### config.mk
export PLATFORM = sky130hd
export DESIGN_NAME = una_core
export DESIGN_NICKNAME = d
export VERILOG_FILES = /design/src/core/una_pkg.sv /design/src/core/una_baud_gen.sv /design/src/core/una_rx.sv /design/src/core/una_core.sv
export VERILOG_INCLUDE_DIRS = /design/src /design/src/core
export SDC_FILE = /design/constraint.sdc
export NUM_CORES = 1
export LEC_CHECK = 0
export BUFFER_PORTS_ARGS = -buffer_cell sky130_fd_sc_hd__buf_2
export CORE_MARGIN = 2
export CORE_UTILIZATION = 54
export CTS_CLUSTER_SIZE = 24
export DETAILED_ROUTE_END_ITERATION = 6
export PLACE_DENSITY = 0.74
export SLEW_MARGIN = 20
export SYNTH_ARGS = -nofsm -noshare
export SYNTH_HDL_FRONTEND = slang
export SYNTH_HIERARCHICAL = 1
export SYNTH_SLANG_ARGS = --single-unit
### constraint.sdc
create_clock -name clk -period 4.75 [get_ports clk]
set_clock_uncertainty 0.2 [all_clocks]
set_input_delay 0.95 -clock clk [delete_from_list [all_inputs] [get_ports clk]]
set_output_delay 0.95 -clock clk [all_outputs]
set_load 0.1 [all_outputs]
### src/core/una_defines.svh
// Offsets, field positions, reset values and codes of the network UART.
// Included by the baud generator, receiver and core design files; definitions only.
`ifndef UNA_DEFINES_SVH
`define UNA_DEFINES_SVH

// Register byte offsets
`define UNA_OFF_DATA 8'h00
`define UNA_OFF_INTDIV 8'h04
`define UNA_OFF_FRACDIV 8'h08
`define UNA_OFF_SCRATCH 8'h0C
`define UNA_OFF_NETEN 8'h10
`define UNA_OFF_NETID 8'h14
`define UNA_OFF_NODEADR 8'h18
`define UNA_OFF_BASEID 8'h1C
`define UNA_OFF_LSR 8'h20
`define UNA_OFF_MSR 8'h24
`define UNA_OFF_IEN 8'h28
`define UNA_OFF_IRQST 8'h2C
`define UNA_OFF_IRQMSK 8'h30

// Fractional divider fields
`define UNA_FB_EN 15
`define UNA_FB_M_HI 12
`define UNA_FB_M_LO 11
`define UNA_FB_N_HI 10
`define UNA_FRAC_ONE 15'h0800

// Network enable fields
`define UNA_NE_MODE 7
`define UNA_NE_TX9 6
`define UNA_NE_RX9 5
`define UNA_NE_IRQ 4
`define UNA_NE_WORD9 3
`define UNA_NE_DRV 2
`define UNA_NE_POL 1
`define UNA_NE_ADDR 0

// Identification codes, bits 3-1
`define UNA_ID_MATCH 3'h6
`define UNA_ID_ADDRTX 3'h5
`define UNA_ID_LINE 3'h3
`define UNA_ID_RXFULL 3'h2
`define UNA_ID_TXEMPTY 3'h1
`define UNA_ID_MODEM 3'h0

// Sticky status bit positions
`define UNA_EV_MATCH 0
`define UNA_EV_ADDRTX 1
`define UNA_EV_RX 2
`define UNA_EV_TXE 3
`define UNA_EV_LINE 4
`define UNA_EV_MODEM 5

// Reset values
`define UNA_RST_INTDIV 16'h0001
`define UNA_RST_ZERO8 8'h00
`define UNA_RST_ZERO16 16'h0000

// Oversampling
`define UNA_OVS_LAST 4'hF
`define UNA_OVS_MID 4'h7
`endif

### src/core/una_pkg.sv
// Types shared by the network UART design files.
// Needs no other file.
package una_pkg;
  typedef enum logic [1:0] {RX_IDLE, RX_START, RX_DATA, RX_STOP} una_rx_st_t;
  typedef enum logic {TX_IDLE, TX_SHIFT} una_tx_st_t;
endpackage

### src/core/una_baud_gen.sv
// Sixteen-times oversampling tick for the network UART.
// Assumes the divider fields stay stable while a frame is in flight.
`timescale 1ns/100ps
`include "una_defines.svh"
module una_baud_gen (
  // Clock and reset
  input wire logic clk,
  input wire logic rst,
  // Divider settings
  input wire logic [15:0] int_div,
  input wire logic frac_baud_enable,
  input wire logic [1:0] frac_m_factor,
  input wire logic [10:0] frac_n_factor,
  // Oversample tick
  output logic tick
);
  logic [15:0] pcnt_r;
  logic pre_r;
  logic [14:0] acc_r;
  logic [2:0] m_eff;
  logic [14:0] thr;
  logic [14:0] sum;

  // Field value zero stands for M of four
  assign m_eff = (frac_m_factor == 2'h0) ? 3'h4 : {1'b0, frac_m_factor};
  assign thr = {1'b0, m_eff, frac_n_factor};
  assign sum = acc_r + `UNA_FRAC_ONE;

  always_ff @(posedge clk) begin
    if (rst || pcnt_r + 16'h0001 >= int_div) begin
      pcnt_r <= `UNA_RST_ZERO16;
    end else begin
      pcnt_r <= pcnt_r + 16'h0001;
    end
  end

  always_ff @(posedge clk) begin
    if (rst) begin
      pre_r <= 1'b0;
    end else begin
      pre_r <= (pcnt_r + 16'h0001 >= int_div);
    end
  end

  // Fractional mode stretches the integer rate by M + N/2048
  always_ff @(posedge clk) begin
    if (rst) begin
      acc_r <= 15'h0000;
      tick <= 1'b0;
    end else if (!frac_baud_enable) begin
      acc_r <= 15'h0000;
      tick <= pre_r;
    end else if (pre_r) begin
      if (sum >= thr) begin
        acc_r <= sum - thr;
        tick <= 1'b1;
      end else begin
        acc_r <= sum;
        tick <= 1'b0;
      end
    end else begin
      tick <= 1'b0;
    end
  end

  a_int_tick: assert property (@(posedge clk) disable iff (rst)
    !frac_baud_enable && pre_r |=> tick)
    else $error("integer divider tick missing");
  // An M of one may legally tick on back-to-back cycles
  a_frac_slow: assert property (@(posedge clk) disable iff (rst)
    frac_baud_enable && frac_m_factor != 2'h1 && tick |=> !tick)
    else $error("fractional tick on back-to-back cycles");
endmodule

### src/core/una_rx.sv
// Receiver for 8 or 9 bit characters, sampled at mid-bit.
// Assumes rx_in is already synchronous to clk.
`timescale 1ns/100ps
`include "una_defines.svh"
module una_rx (
  // Clock and reset
  input wire logic clk,
  input wire logic rst,
  // Line
  input wire logic rx_in,
  input wire logic tick,
  input wire logic nine_bits,
  // Character out
  output logic done,
  output logic [8:0] data,
  output logic frame_err
);
  una_pkg::una_rx_st_t st_r;
  logic [3:0] cnt_r;
  logic [3:0] bit_r;
  logic [8:0] sh_r;
  logic [3:0] last_bit;

  assign last_bit = nine_bits ? 4'h8 : 4'h7;

  always_ff @(posedge clk) begin
    if (rst) begin
      st_r <= una_pkg::RX_IDLE;
      cnt_r <= 4'h0;
      bit_r <= 4'h0;
      sh_r <= 9'h000;
    end else if (st_r == una_pkg::RX_IDLE) begin
      cnt_r <= 4'h0;
      if (!rx_in) begin
        st_r <= una_pkg::RX_START;
      end
    end else if (tick) begin
      cnt_r <= cnt_r + 4'h1;
      unique case (st_r)
        una_pkg::RX_START: begin
          if (cnt_r == `UNA_OVS_MID) begin
            cnt_r <= 4'h0;
            bit_r <= 4'h0;
            st_r <= rx_in ? una_pkg::RX_IDLE : una_pkg::RX_DATA;
          end
        end
        una_pkg::RX_DATA: begin
          if (cnt_r == `UNA_OVS_LAST) begin
            sh_r <= {rx_in, sh_r[8:1]};
            bit_r <= bit_r + 4'h1;
            if (bit_r == last_bit) begin
              st_r <= una_pkg::RX_STOP;
            end
          end
        end
        una_pkg::RX_STOP: begin
          if (cnt_r == `UNA_OVS_LAST) begin
            st_r <= una_pkg::RX_IDLE;
          end
        end
        una_pkg::RX_IDLE: begin
        end
      endcase
    end
  end

  always_ff @(posedge clk) begin
    if (rst) begin
      done <= 1'b0;
      data <= 9'h000;
      frame_err <= 1'b0;
    end else begin
      done <= (st_r == una_pkg::RX_STOP) && tick && (cnt_r == `UNA_OVS_LAST);
      if ((st_r == una_pkg::RX_STOP) && tick && (cnt_r == `UNA_OVS_LAST)) begin
        data <= nine_bits ? sh_r : {1'b0, sh_r[8:1]};
        frame_err <= !rx_in;
      end
    end
  end

  a_rx_pulse: assert property (@(posedge clk) disable iff (rst)
    done |=> !done)
    else $error("receive done longer than one cycle");
endmodule

### src/core/una_core.sv
// Network addressable UART: registers, transmitter, address match, irqs.
// Assumes a single clock, synchronous pins and a one-cycle register port.
`timescale 1ns/100ps
`include "una_defines.svh"
module una_core (
  // Clock and reset
  input wire logic clk,
  input wire logic rst,
  // Register port
  input wire logic [7:0] addr,
  input wire logic [15:0] wdata,
  input wire logic wr,
  input wire logic rd,
  output logic [15:0] rdata,
  // Serial line
  input wire logic rx_in,
  output logic serial_tx_pin,
  output logic serial_tx_pin_oe,
  // Modem lines
  input wire logic [3:0] modem_in,
  // Interrupt
  output logic irq
);
  logic [15:0] int_div_r;
  logic [15:0] fractional_baud_divider_r;
  logic [7:0] scratch_address_flag_r;
  logic [7:0] network_enable_r;
  logic [7:0] node_address_r;
  logic [3:0] ien_r;
  logic [5:0] irq_st_r;
  logic [5:0] irq_msk_r;
  logic [8:0] rx_holding_reg_r;
  logic [8:0] tx_holding_reg_r;
  logic data_ready_r, overrun_r, frame_r, tx_full_r, tx_empty_pend_r;
  logic match_pend_r, addrtx_pend_r;
  logic [3:0] modem_prev_r, modem_delta_r;
  una_pkg::una_tx_st_t tx_st_r;
  logic [10:0] tx_sh_r;
  logic [3:0] tx_cnt_r, tx_bits_r;
  logic tx_was_addr_r;
  logic tick, rx_done, rx_ferr;
  logic [8:0] rx_data;
  logic net_on, tx9, rx9, word9, rx_is_addr, match, tx_load, tx_end;
  logic ld_marker, line_pend, modem_pend, rx_pend, txe_pend;
  logic [3:0] net_ident, base_ident;
  logic [5:0] ev;
  logic [7:0] line_status_reg, modem_status_reg;
  logic w_data, r_data, r_lsr, r_msr, r_base;

  // Network bits act only while network mode is on
  assign net_on = network_enable_r[`UNA_NE_MODE];
  assign tx9 = net_on && network_enable_r[`UNA_NE_TX9];
  assign rx9 = net_on && network_enable_r[`UNA_NE_RX9];
  assign word9 = net_on && network_enable_r[`UNA_NE_WORD9];

  assign w_data = wr && (addr == `UNA_OFF_DATA);
  assign r_data = rd && (addr == `UNA_OFF_DATA);
  assign r_lsr = rd && (addr == `UNA_OFF_LSR);
  assign r_msr = rd && (addr == `UNA_OFF_MSR);
  assign r_base = rd && (addr == `UNA_OFF_BASEID);

  una_baud_gen u_baud (
    .clk(clk),
    .rst(rst),
    .int_div(int_div_r),
    .frac_baud_enable(fractional_baud_divider_r[`UNA_FB_EN]),
    .frac_m_factor(fractional_baud_divider_r[`UNA_FB_M_HI:`UNA_FB_M_LO]),
    .frac_n_factor(fractional_baud_divider_r[`UNA_FB_N_HI:0]),
    .tick(tick)
  );

  una_rx u_rx (
    .clk(clk),
    .rst(rst),
    .rx_in(rx_in),
    .tick(tick),
    .nine_bits(rx9 || word9),
    .done(rx_done),
    .data(rx_data),
    .frame_err(rx_ferr)
  );

  // Marker polarity bit flips which marker level means address
  assign rx_is_addr = rx9 && !word9 &&
    (rx_data[8] ^ network_enable_r[`UNA_NE_POL]);
  // Eight-bit node address covers all 256 nodes
  assign match = rx_done && rx_is_addr &&
    (rx_data[7:0] == node_address_r);

  // Control registers
  always_ff @(posedge clk) begin
    if (rst) begin
      int_div_r <= `UNA_RST_INTDIV;
      fractional_baud_divider_r <= `UNA_RST_ZERO16;
      scratch_address_flag_r <= `UNA_RST_ZERO8;
      node_address_r <= `UNA_RST_ZERO8;
      ien_r <= 4'h0;
      irq_msk_r <= 6'h00;
    end else if (wr) begin
      unique case (addr)
        `UNA_OFF_INTDIV: int_div_r <= wdata;
        `UNA_OFF_FRACDIV: fractional_baud_divider_r <= wdata & 16'h9FFF;
        `UNA_OFF_SCRATCH: scratch_address_flag_r <= wdata[7:0];
        `UNA_OFF_NODEADR: node_address_r <= wdata[7:0];
        `UNA_OFF_IEN: ien_r <= wdata[3:0];
        `UNA_OFF_IRQMSK: irq_msk_r <= wdata[5:0];
        default: begin
        end
      endcase
    end
  end

  // Address flag drops once the address character has gone out
  always_ff @(posedge clk) begin
    if (rst) begin
      network_enable_r <= `UNA_RST_ZERO8;
    end else if (wr && addr == `UNA_OFF_NETEN) begin
      network_enable_r <= wdata[7:0];
    end else if (tx_end && tx_was_addr_r) begin
      network_enable_r[`UNA_NE_ADDR] <= 1'b0;
    end
  end

  // Transmitter
  assign tx_load = (tx_st_r == una_pkg::TX_IDLE) && tx_full_r;
  assign tx_end = (tx_st_r == una_pkg::TX_SHIFT) && tick &&
    (tx_cnt_r == `UNA_OVS_LAST) && (tx_bits_r == 4'h1);
  assign ld_marker = network_enable_r[`UNA_NE_ADDR] ||
    scratch_address_flag_r[0];

  always_ff @(posedge clk) begin
    if (rst) begin
      tx_st_r <= una_pkg::TX_IDLE;
      tx_sh_r <= 11'h7FF;
      tx_cnt_r <= 4'h0;
      tx_bits_r <= 4'h0;
      tx_was_addr_r <= 1'b0;
    end else if (tx_load) begin
      tx_st_r <= una_pkg::TX_SHIFT;
      tx_cnt_r <= 4'h0;
      // Nine-bit data wins over the marker when both are set
      if (word9) begin
        tx_sh_r <= {1'b1, tx_holding_reg_r, 1'b0};
        tx_bits_r <= 4'hB;
        tx_was_addr_r <= 1'b0;
      end else if (tx9) begin
        tx_sh_r <= {1'b1, ld_marker, tx_holding_reg_r[7:0], 1'b0};
        tx_bits_r <= 4'hB;
        tx_was_addr_r <= ld_marker;
      end else begin
        tx_sh_r <= {2'h3, tx_holding_reg_r[7:0], 1'b0};
        tx_bits_r <= 4'hA;
        tx_was_addr_r <= 1'b0;
      end
    end else if ((tx_st_r == una_pkg::TX_SHIFT) && tick) begin
      tx_cnt_r <= tx_cnt_r + 4'h1;
      if (tx_cnt_r == `UNA_OVS_LAST) begin
        tx_sh_r <= {1'b1, tx_sh_r[10:1]};
        tx_bits_r <= tx_bits_r - 4'h1;
        if (tx_bits_r == 4'h1) begin
          tx_st_r <= una_pkg::TX_IDLE;
        end
      end
    end
  end

  always_ff @(posedge clk) begin
    if (rst) begin
      tx_holding_reg_r <= 9'h000;
      tx_full_r <= 1'b0;
    end else if (w_data) begin
      tx_holding_reg_r <= wdata[8:0];
      tx_full_r <= 1'b1;
    end else if (tx_load) begin
      tx_full_r <= 1'b0;
    end
  end

  // Pin drive is gated only in network mode
  always_ff @(posedge clk) begin
    if (rst) begin
      serial_tx_pin <= 1'b1;
      serial_tx_pin_oe <= 1'b1;
    end else begin
      serial_tx_pin <= (tx_st_r == una_pkg::TX_SHIFT) ? tx_sh_r[0] : 1'b1;
      serial_tx_pin_oe <= !net_on || network_enable_r[`UNA_NE_DRV];
    end
  end

  // Receive holding and line status; a new event beats a same-cycle clear
  always_ff @(posedge clk) begin
    if (rst) begin
      rx_holding_reg_r <= 9'h000;
      data_ready_r <= 1'b0;
      overrun_r <= 1'b0;
      frame_r <= 1'b0;
    end else begin
      if (rx_done && (!rx9 || !rx_is_addr || match)) begin
        rx_holding_reg_r <= rx_data;
        data_ready_r <= 1'b1;
        overrun_r <= (overrun_r && !r_lsr) || (data_ready_r && !r_data);
      end else if (r_data) begin
        data_ready_r <= 1'b0;
      end else if (r_lsr) begin
        overrun_r <= 1'b0;
      end
      if (rx_done && rx_ferr) begin
        frame_r <= 1'b1;
      end else if (r_lsr) begin
        frame_r <= 1'b0;
      end
    end
  end

  always_ff @(posedge clk) begin
    if (rst) begin
      match_pend_r <= 1'b0;
    end else if (match) begin
      match_pend_r <= 1'b1;
    end else if (r_data || !net_on) begin
      match_pend_r <= 1'b0;
    end
  end

  always_ff @(posedge clk) begin
    if (rst) begin
      addrtx_pend_r <= 1'b0;
      tx_empty_pend_r <= 1'b0;
    end else begin
      if (tx_end && tx_was_addr_r && !tx_full_r && !w_data) begin
        addrtx_pend_r <= 1'b1;
      end else if (w_data || r_base) begin
        addrtx_pend_r <= 1'b0;
      end
      if (tx_load) begin
        tx_empty_pend_r <= 1'b1;
      end else if (w_data || r_base) begin
        tx_empty_pend_r <= 1'b0;
      end
    end
  end

  always_ff @(posedge clk) begin
    if (rst) begin
      modem_prev_r <= 4'h0;
      modem_delta_r <= 4'h0;
    end else begin
      modem_prev_r <= modem_in;
      modem_delta_r <= (modem_delta_r & {4{!r_msr}}) |
        (modem_in ^ modem_prev_r);
    end
  end

  // Pending conditions and identification
  assign line_pend = ien_r[2] && (overrun_r || frame_r);
  assign rx_pend = ien_r[0] && data_ready_r;
  assign txe_pend = ien_r[1] && tx_empty_pend_r;
  assign modem_pend = ien_r[3] && (modem_delta_r != 4'h0);

  function automatic logic [3:0] ident(input logic mt, input logic at,
                                        input logic full);
    logic [3:0] r;
    r = 4'h1;
    if (line_pend) begin
      r = {`UNA_ID_LINE, 1'b0};
    end else if (mt) begin
      r = full ? {`UNA_ID_MATCH, 1'b0} : {`UNA_ID_RXFULL, 1'b0};
    end else if (rx_pend) begin
      r = {`UNA_ID_RXFULL, 1'b0};
    end else if (at) begin
      r = full ? {`UNA_ID_ADDRTX, 1'b0} : {`UNA_ID_TXEMPTY, 1'b0};
    end else if (txe_pend) begin
      r = {`UNA_ID_TXEMPTY, 1'b0};
    end else if (modem_pend) begin
      r = {`UNA_ID_MODEM, 1'b0};
    end
    return r;
  endfunction

  assign net_ident = ident(match_pend_r && network_enable_r[`UNA_NE_IRQ],
    addrtx_pend_r && network_enable_r[`UNA_NE_IRQ], 1'b1);
  assign base_ident = ident(match_pend_r && network_enable_r[`UNA_NE_IRQ],
    addrtx_pend_r && network_enable_r[`UNA_NE_IRQ], 1'b0);

  assign line_status_reg = {1'b0, !tx_full_r && tx_st_r == una_pkg::TX_IDLE,
    !tx_full_r, 1'b0, frame_r, 1'b0, overrun_r, data_ready_r};
  assign modem_status_reg = {modem_in, modem_delta_r};

  // Sticky irq status, write one to clear, events win
  assign ev = {modem_in != modem_prev_r, rx_done && rx_ferr, tx_load, rx_done,
    tx_end && tx_was_addr_r && network_enable_r[`UNA_NE_IRQ],
    match && network_enable_r[`UNA_NE_IRQ]};

  always_ff @(posedge clk) begin
    if (rst) begin
      irq_st_r <= 6'h00;
    end else if (wr && addr == `UNA_OFF_IRQST) begin
      irq_st_r <= (irq_st_r & ~wdata[5:0]) | ev;
    end else begin
      irq_st_r <= irq_st_r | ev;
    end
  end

  always_ff @(posedge clk) begin
    if (rst) begin
      irq <= 1'b0;
    end else begin
      irq <= (irq_st_r & irq_msk_r) != 6'h00;
    end
  end

  always_ff @(posedge clk) begin
    if (rst) begin
      rdata <= `UNA_RST_ZERO16;
    end else if (rd) begin
      unique case (addr)
        `UNA_OFF_DATA: rdata <= {7'h00, rx_holding_reg_r};
        `UNA_OFF_INTDIV: rdata <= int_div_r;
        `UNA_OFF_FRACDIV: rdata <= fractional_baud_divider_r;
        `UNA_OFF_SCRATCH: rdata <= {8'h00, scratch_address_flag_r};
        `UNA_OFF_NETEN: rdata <= {8'h00, network_enable_r};
        `UNA_OFF_NETID: rdata <= {12'h000, net_ident};
        `UNA_OFF_NODEADR: rdata <= {8'h00, node_address_r};
        `UNA_OFF_BASEID: rdata <= {13'h0000, base_ident[2:0]};
        `UNA_OFF_LSR: rdata <= {8'h00, line_status_reg};
        `UNA_OFF_MSR: rdata <= {8'h00, modem_status_reg};
        `UNA_OFF_IEN: rdata <= {12'h000, ien_r};
        `UNA_OFF_IRQST: rdata <= {10'h000, irq_st_r};
        `UNA_OFF_IRQMSK: rdata <= {10'h000, irq_msk_r};
        default: rdata <= `UNA_RST_ZERO16;
      endcase
    end else begin
      rdata <= `UNA_RST_ZERO16;
    end
  end

  a_pin_hiz: assert property (@(posedge clk) disable iff (rst)
    net_on && !network_enable_r[`UNA_NE_DRV] |=> !serial_tx_pin_oe)
    else $error("transmit pin driven while driver off");
  a_normal_drive: assert property (@(posedge clk) disable iff (rst)
    !net_on |=> serial_tx_pin_oe)
    else $error("transmit pin not driven in normal mode");
  a_match_set: assert property (@(posedge clk) disable iff (rst)
    match |=> match_pend_r ##1
    (match_pend_r || $past(r_data) || !$past(net_on)))
    else $error("address match not recorded");
  a_match_code: assert property (@(posedge clk) disable iff (rst)
    rd && addr == `UNA_OFF_NETID && match_pend_r &&
    network_enable_r[`UNA_NE_IRQ] && !line_pend
    |=> rdata[3:0] == 4'hC)
    else $error("match code not reported");
  a_match_clear: assert property (@(posedge clk) disable iff (rst)
    r_data && !match |=> !match_pend_r)
    else $error("match not cleared by data read");
  a_addrtx_clear: assert property (@(posedge clk) disable iff (rst)
    w_data |=> !addrtx_pend_r)
    else $error("address sent condition survived write");
  a_line_clear: assert property (@(posedge clk) disable iff (rst)
    r_lsr && !rx_done |=> !overrun_r && !frame_r)
    else $error("line status not cleared by read");
  a_marker_load: assert property (@(posedge clk) disable iff (rst)
    tx_load && tx9 && !word9 |=> tx_sh_r[9] == $past(ld_marker))
    else $error("marker bit wrong in frame");
  a_none_code: assert property (@(posedge clk) disable iff (rst)
    rd && addr == `UNA_OFF_NETID && !line_pend && !rx_pend && !txe_pend &&
    !modem_pend && !match_pend_r && !addrtx_pend_r
    |=> rdata[3:0] == 4'h1)
    else $error("idle identification wrong");
  a_irq_level: assert property (@(posedge clk) disable iff (rst)
    (irq_st_r & irq_msk_r) != 6'h00 |=> irq)
    else $error("irq output low with unmasked status");

  c_match: cover property (@(posedge clk) disable iff (rst) match);
  c_addr_sent: cover property (@(posedge clk) disable iff (rst)
    tx_end && tx_was_addr_r);
  c_rx_data: cover property (@(posedge clk) disable iff (rst)
    rx_done && !rx_is_addr);
endmodule

* After elaboration in Yosys (flattened, before gate mapping)
Index checks and enable logic that the tools add are counted.
** Storage, ports and cells
- Bits in registers :: 206
- Bits of input ports :: 33
- Output and inout port bits :: 19
- Logic and storage cells :: 248
** Cells by class
- Add/subtract/negate cells :: 7
- $lt $le $gt $ge :: 2
- Eq/ne operators :: 30
- Muxes and demuxes :: 64
- Bitwise gates (word level) :: 13
- Reduce and logical (&&, ||, !) cells :: 92
** Operators by type and width (number)
- $pmux 16 s13 :: 1
- $mux 4 :: 12
- $eq 8x6->1 const B :: 5
- $logic_and 1x1->1 :: 36
- $mux 11 :: 3
- $eq 8x5->1 const B :: 4
- $mux 1 :: 27
- $reduce_bool 2->1 :: 13
- $mux 10 :: 2
- $mux 2 :: 10
- $add 16x1->16 const B :: 1
- $eq 8x4->1 const B :: 2
- $ge 16x16->1 :: 1
- $reduce_and 2->1 :: 8
- $add 15x12->15 const B :: 1
- $ge 15x14->1 :: 1
- $mux 15 :: 1
- $sub 15x14->15 :: 1
- $add 4x1->4 const B :: 3
- $and 6x6->6 :: 2
- $mux 3 :: 4
- $ne 3x1->1 const B :: 4
- $or 6x6->6 :: 2
- $logic_not 1->1 :: 10
- other kinds (32) :: 54

* Depth between registers and ports, before layout
- Depth after elaboration :: 10
- Gate-level depth with buffers :: 15
- Mapped depth without buffers :: 14

* Hierarchy
Netlist, hierarchy kept.
** By module, submodules not included
- una_core :: instances 1, cells each 794, area each 6461.2 µm², sequential area each 2842.7 µm²
- una_baud_gen :: instances 1, cells each 309, area each 2588.7 µm², sequential area each 660.6 µm²
- una_rx :: instances 1, cells each 144, area each 1386.3 µm², sequential area each 600.6 µm²

* Least setup slack after synthesis
No wires, ideal clock.
- Kind :: flip-flop to flip-flop
- From :: register u_baud.pcnt_r[3]
- To :: register u_baud.pcnt_r[14]
- Library setup time :: 0.128 ns
- Arrival :: 2.710 ns
- Data required time :: 4.422 ns
- Setup slack :: 1.712 ns
- Stages on the path, launching flop included :: 13
- Buffers on the path :: 1
- Clock period less this slack :: 3.038 ns
- Path through :: dfxtp_1 > and4_1 > and4_1 > inv_1 > nor4_1 > xor2_1 > ha_1 > nand4_1 > nor2_1 > nand2_1 > o21ai_0 > clkbuf_1 > nor2b_1
** Between the ends
- Longest elaborated chain between the ends :: 3
** Ends and longest elaborated chain
- start: declaration :: line una_baud_gen.sv:17 : logic [15:0] pcnt_r;
- start signal: assignment :: line una_baud_gen.sv:31 : pcnt_r <= `UNA_RST_ZERO16;
- start signal: assignment :: line una_baud_gen.sv:33 : pcnt_r <= pcnt_r + 16'h0001;
- $add 16x1->16 (*) :: line una_baud_gen.sv:30, una_baud_gen.sv:33
- $ge 16x16->1 :: line una_baud_gen.sv:30 : if (rst || pcnt_r + 16'h0001 >= int_div) begin
- $logic_or 1x1->1 :: line una_baud_gen.sv:30
Every way passes the cells marked *; elsewhere a longest branch is shown, timed or not.
A chain may end at the register's enable or synchronous reset.

* Worst setup path after layout
Same ends and word-level chain as after synthesis.

==> qor.csv <==
metric,value,unit
outcome,finished clean,
cp_num_buf_inv,2,
cts_setup_buffers,0,
areaGrowthSynthToFinish,9.963,%
grt_use_total,0.2627,
ios,52,
met1_usage,0.3736,
path_clk_slew,60,ps
rows,50,
slew_headroom,0.2669,
maxCapViolations,0,
met3_usage,0.04594,
grt_pass1_wl,43.42,mm
wl,26.81,mm
cts_buffer_depth,3,
combPwrFrac,0.039,
post-route-worst-setup-slack,1541,ps
synth_edf_count,0,
async_flop_share,0,
syn_nets,1322,
start_kind,register,
post_dp_cell_area,10760,um2
yosysUniqueCellTypes,82,
wl_per_cell,17.51,um
dieArea,20450,um2
hold_start,scratch_address_flag_r[4],
grt_max_degree,92,
ys_seq_area_frac,0.3932,
cpMaxStageDelayCell,dfxtp_1,
dp_hpwl,18.56,mm
synthCells,1247,
place_ws,1186,ps
routed-via-count,8947,
whs_path_depth,2,
synth.area.top_cells,"dfxtp_1 (39%), nand2_1 (6.7%), a21oi_1 (5.1%), ha_1 (4.9%), mux2i_1 (4.8%)",
leakage,4.271,nW
cts_resized,0,
fin_crit_sh,0.6755,
final_area,11480,um2
dieHeight,143.0,um
ys_seq_elements,205,
min_to,scratch_address_flag_r[4],
htree_levels,1,
critical_path_class,register to register,
place_inst,1489,
regToRegStartpoint,u_baud/pcnt_r[3],
grt_pass1_vias,8336,
cts_buffers,23,
layout-drive-gt1-share,0.1205,
drc_errors,0,
arrival,3460,ps
portBuffers,51,
worstPathRequired,5000,ps
drt_iter0_drc,845,
finalSetupViolCount,0,
cts.sinks,205,
power_frac_seq,0.487,
r2r_cells,14,
switching_power,0.8142,mW
yosys_warnings,6,
ir_drop,0.2371,mV
hold_class,register to register,
cts_hold_buf,0,
vias_per_cell,5.844,
grt-busiest-layer,met2,
worstPathCellList,and4_1 -> and4_1 -> inv_1 -> nor4_1 -> xor2_1 -> ha_1 -> nand4_1 -> nor2_1 -> nand2_1 -> o21ai_0 -> nor4_1 -> o21ai_0 -> buf_4 -> nor2b_1,
swShare,0.2276,
clock_latency,520,ps
gp_congestion,0.9497,
root_buffer,clkbuf_16,
intPower,2.763,mW
yosys.area.top_type,dfxtp_1,
grtUsageMet2,0.4042,
fillCellCount,1641,
syn_area,10440,um2
firstDrtPassIters,7,
drv_slew,0,
synth_top_area_frac,0.3932,
start_util,0.5542,
rsz0062_at_grt,no,
stdcell_count,1531,
path_delay_family,simple AND/OR/NAND/NOR gates,
max_freq,0.3116,GHz
syn_avg_cell_area,8.369,um2
rrSetupSlack,1540,ps
endpoint_kind,register,
final_antenna_net_count,0,
antenna_found_initial,1,
p_clk_frac,0.474,
layout.nets,1329,
cp_max_fo,16,
grt_overflow,0,
core,18830,um2
hold_ws,256.9,ps
cts_tree,yes,
hold_violations,0,
cpPeakStageDelay,390,ps
ys.flop_type,dfxtp_1,
fp.dieW,143.0,um
tightest_slew,1091,ps
timing.rr.end,u_baud/pcnt_r[14],
tns,0,ps
powerDensity,311.7,nW/um2
period_needed,3209,ps
## layout by cell type (no fill, tap or decap), types with 6 or more instances in the layout
| cell | Yosys | final |
|---|---|---|
| clkbuf_1 | 53 | 7 |
| nand2b_1 | 8 | 8 |
| mux2i_1 | 50 | 50 |
| a31oi_1 | 18 | 18 |
| nand2_1 | 186 | 186 |
| mux2_2 | 6 | 6 |
| xor2_1 | 18 | 18 |
| o21ai_0 | 20 | 20 |
| a21oi_1 | 106 | 106 |
| a22o_1 | 9 | 9 |
| and3_1 | 8 | 8 |
| ha_1 | 41 | 41 |
| nor3_1 | 13 | 13 |
| nor4_1 | 8 | 7 |
| nor2_1 | 105 | 105 |
| a22oi_1 | 28 | 28 |
| clkbuf_16 | 0 | 23 |
| nor2b_1 | 22 | 22 |
| clkinv_2 | 0 | 6 |
| buf_4 | 2 | 11 |
| nor3b_1 | 9 | 9 |
| xnor2_1 | 31 | 31 |
| nand4_1 | 13 | 13 |
| or4b_2 | 9 | 9 |
| a21oi_2 | 9 | 9 |
| a21o_1 | 10 | 10 |
| a211oi_1 | 16 | 16 |
| inv_1 | 50 | 50 |
| dfxtp_1 | 205 | 205 |
| buf_2 | 20 | 50 |
| nand3_1 | 69 | 69 |
| and2_1 | 7 | 7 |
| or2_2 | 10 | 10 |
## power groups by stage
stage	Combinational, mW	Sequential, mW	Clock [mW]
final	0.140	1.74	1.70
after global routing	0.149	1.74	1.80
after CTS	0.137	1.74	1.72
after detailed placement	0.136	1.78	0
after global placement	0.136	1.78	0
after floorplan	0.0894	1.77	0
## layer usage
layer / vias to the layer above / routed length [um]
li1: 4398 / -
met1: 4154 / 12260
met2: 335 / 11530
met3: 60 / 2230
met4: 0 / 786
met5: - / 0
## sequential cells by signal (all words and copies together), names as in the netlist, 9 cells and up
signal and count:
int_div_r 16, rdata 16, u_baud/pcnt_r 16, u_baud/acc_r 15, fractional_baud_divider_r 14, tx_sh_r 10, rx_holding_reg_r 9, tx_holding_reg_r 9
u_rx/data 9, u_rx/sh_r 9
## Yosys cell counts (all sizes together) (5+ instances only)
master and number:
nor2 106, a31oi 18, a22oi 28, mux2i 50, nor3b 9, nand3 69
and2 7, or4b 10, nand3b 5, o21ai 23, dfxtp 205, and3 8
o21a 5, or2 10, xnor2 31, ha 41, and4 5, xor2 18
a22o 9, nand2 186, mux2 6, buf 27, inv 50, nor3 16
a21oi 115, nor4 10, nand2b 8, nor2b 22, a211oi 17, clkbuf 53
a21o 10, nand4 13
## logic make-up (layout without fill, tap and decap cells)
group / count (synthesis) / after routing / share of synthesized area
buffers and inverters: 130 / 153 / 0.05239
muxes: 56 / 56 / 0.05443
AOI/OAI and AO/OA: 263 / 263 / 0.1706
DFF: 205 / 205 / 0.3932
other: 0 / 1 / 0
and+or+nand+nor: 502 / 502 / 0.2371
xor gates and xnor gates: 49 / 49 / 0.04112
adders and majority gates: 42 / 42 / 0.05107
## layout make-up
cell class	count	area [um2]	share of cell area
diodes	1	2.502	0.0002181
clock buffers	33	643.1	0.05604
clock inverters	8	68.82	0.005997
inverters	50	187.7	0.01635
multi-input cells	912	5792	0.5047
flip-flops and latches	205	4104	0.3576
well taps	260	325.3	0.02835
repair buffers	62	352.8	0.03075
## per-stage QoR
stage	power, mW	utilization
finish	3.577	0.6094
global route	3.687	0.6093
CTS	3.596	0.6093
detailed placement	1.914	0.5715
global placement	1.914	0.5715
floorplan	1.861	-
## worst max-delay path by stage
stage / from / end / slack (ps) / depth (start not counted)
final: u_baud/pcnt_r[3] / u_baud/pcnt_r[14] / 1540 / 14
after global routing: u_baud/pcnt_r[3] / u_baud/pcnt_r[9] / 1150 / 14
after CTS: u_baud/pcnt_r[3] / u_baud/pcnt_r[13] / 1540 / 14
after detailed placement: addr[2] / int_div_r[15] / 1190 / 6
after global placement: addr[5] / int_div_r[13] / 1250 / 6
after floorplan: u_baud/pcnt_r[3] / u_baud/pcnt_r[14] / 1710 / 12
## tightest hold or removal path, cell delays in order (launching register included)
cell and delay (ps):
dfxtp_1 310, nand2_1 50, a21oi_1 50
Note: power is estimated with default switching activity, not from simulation.
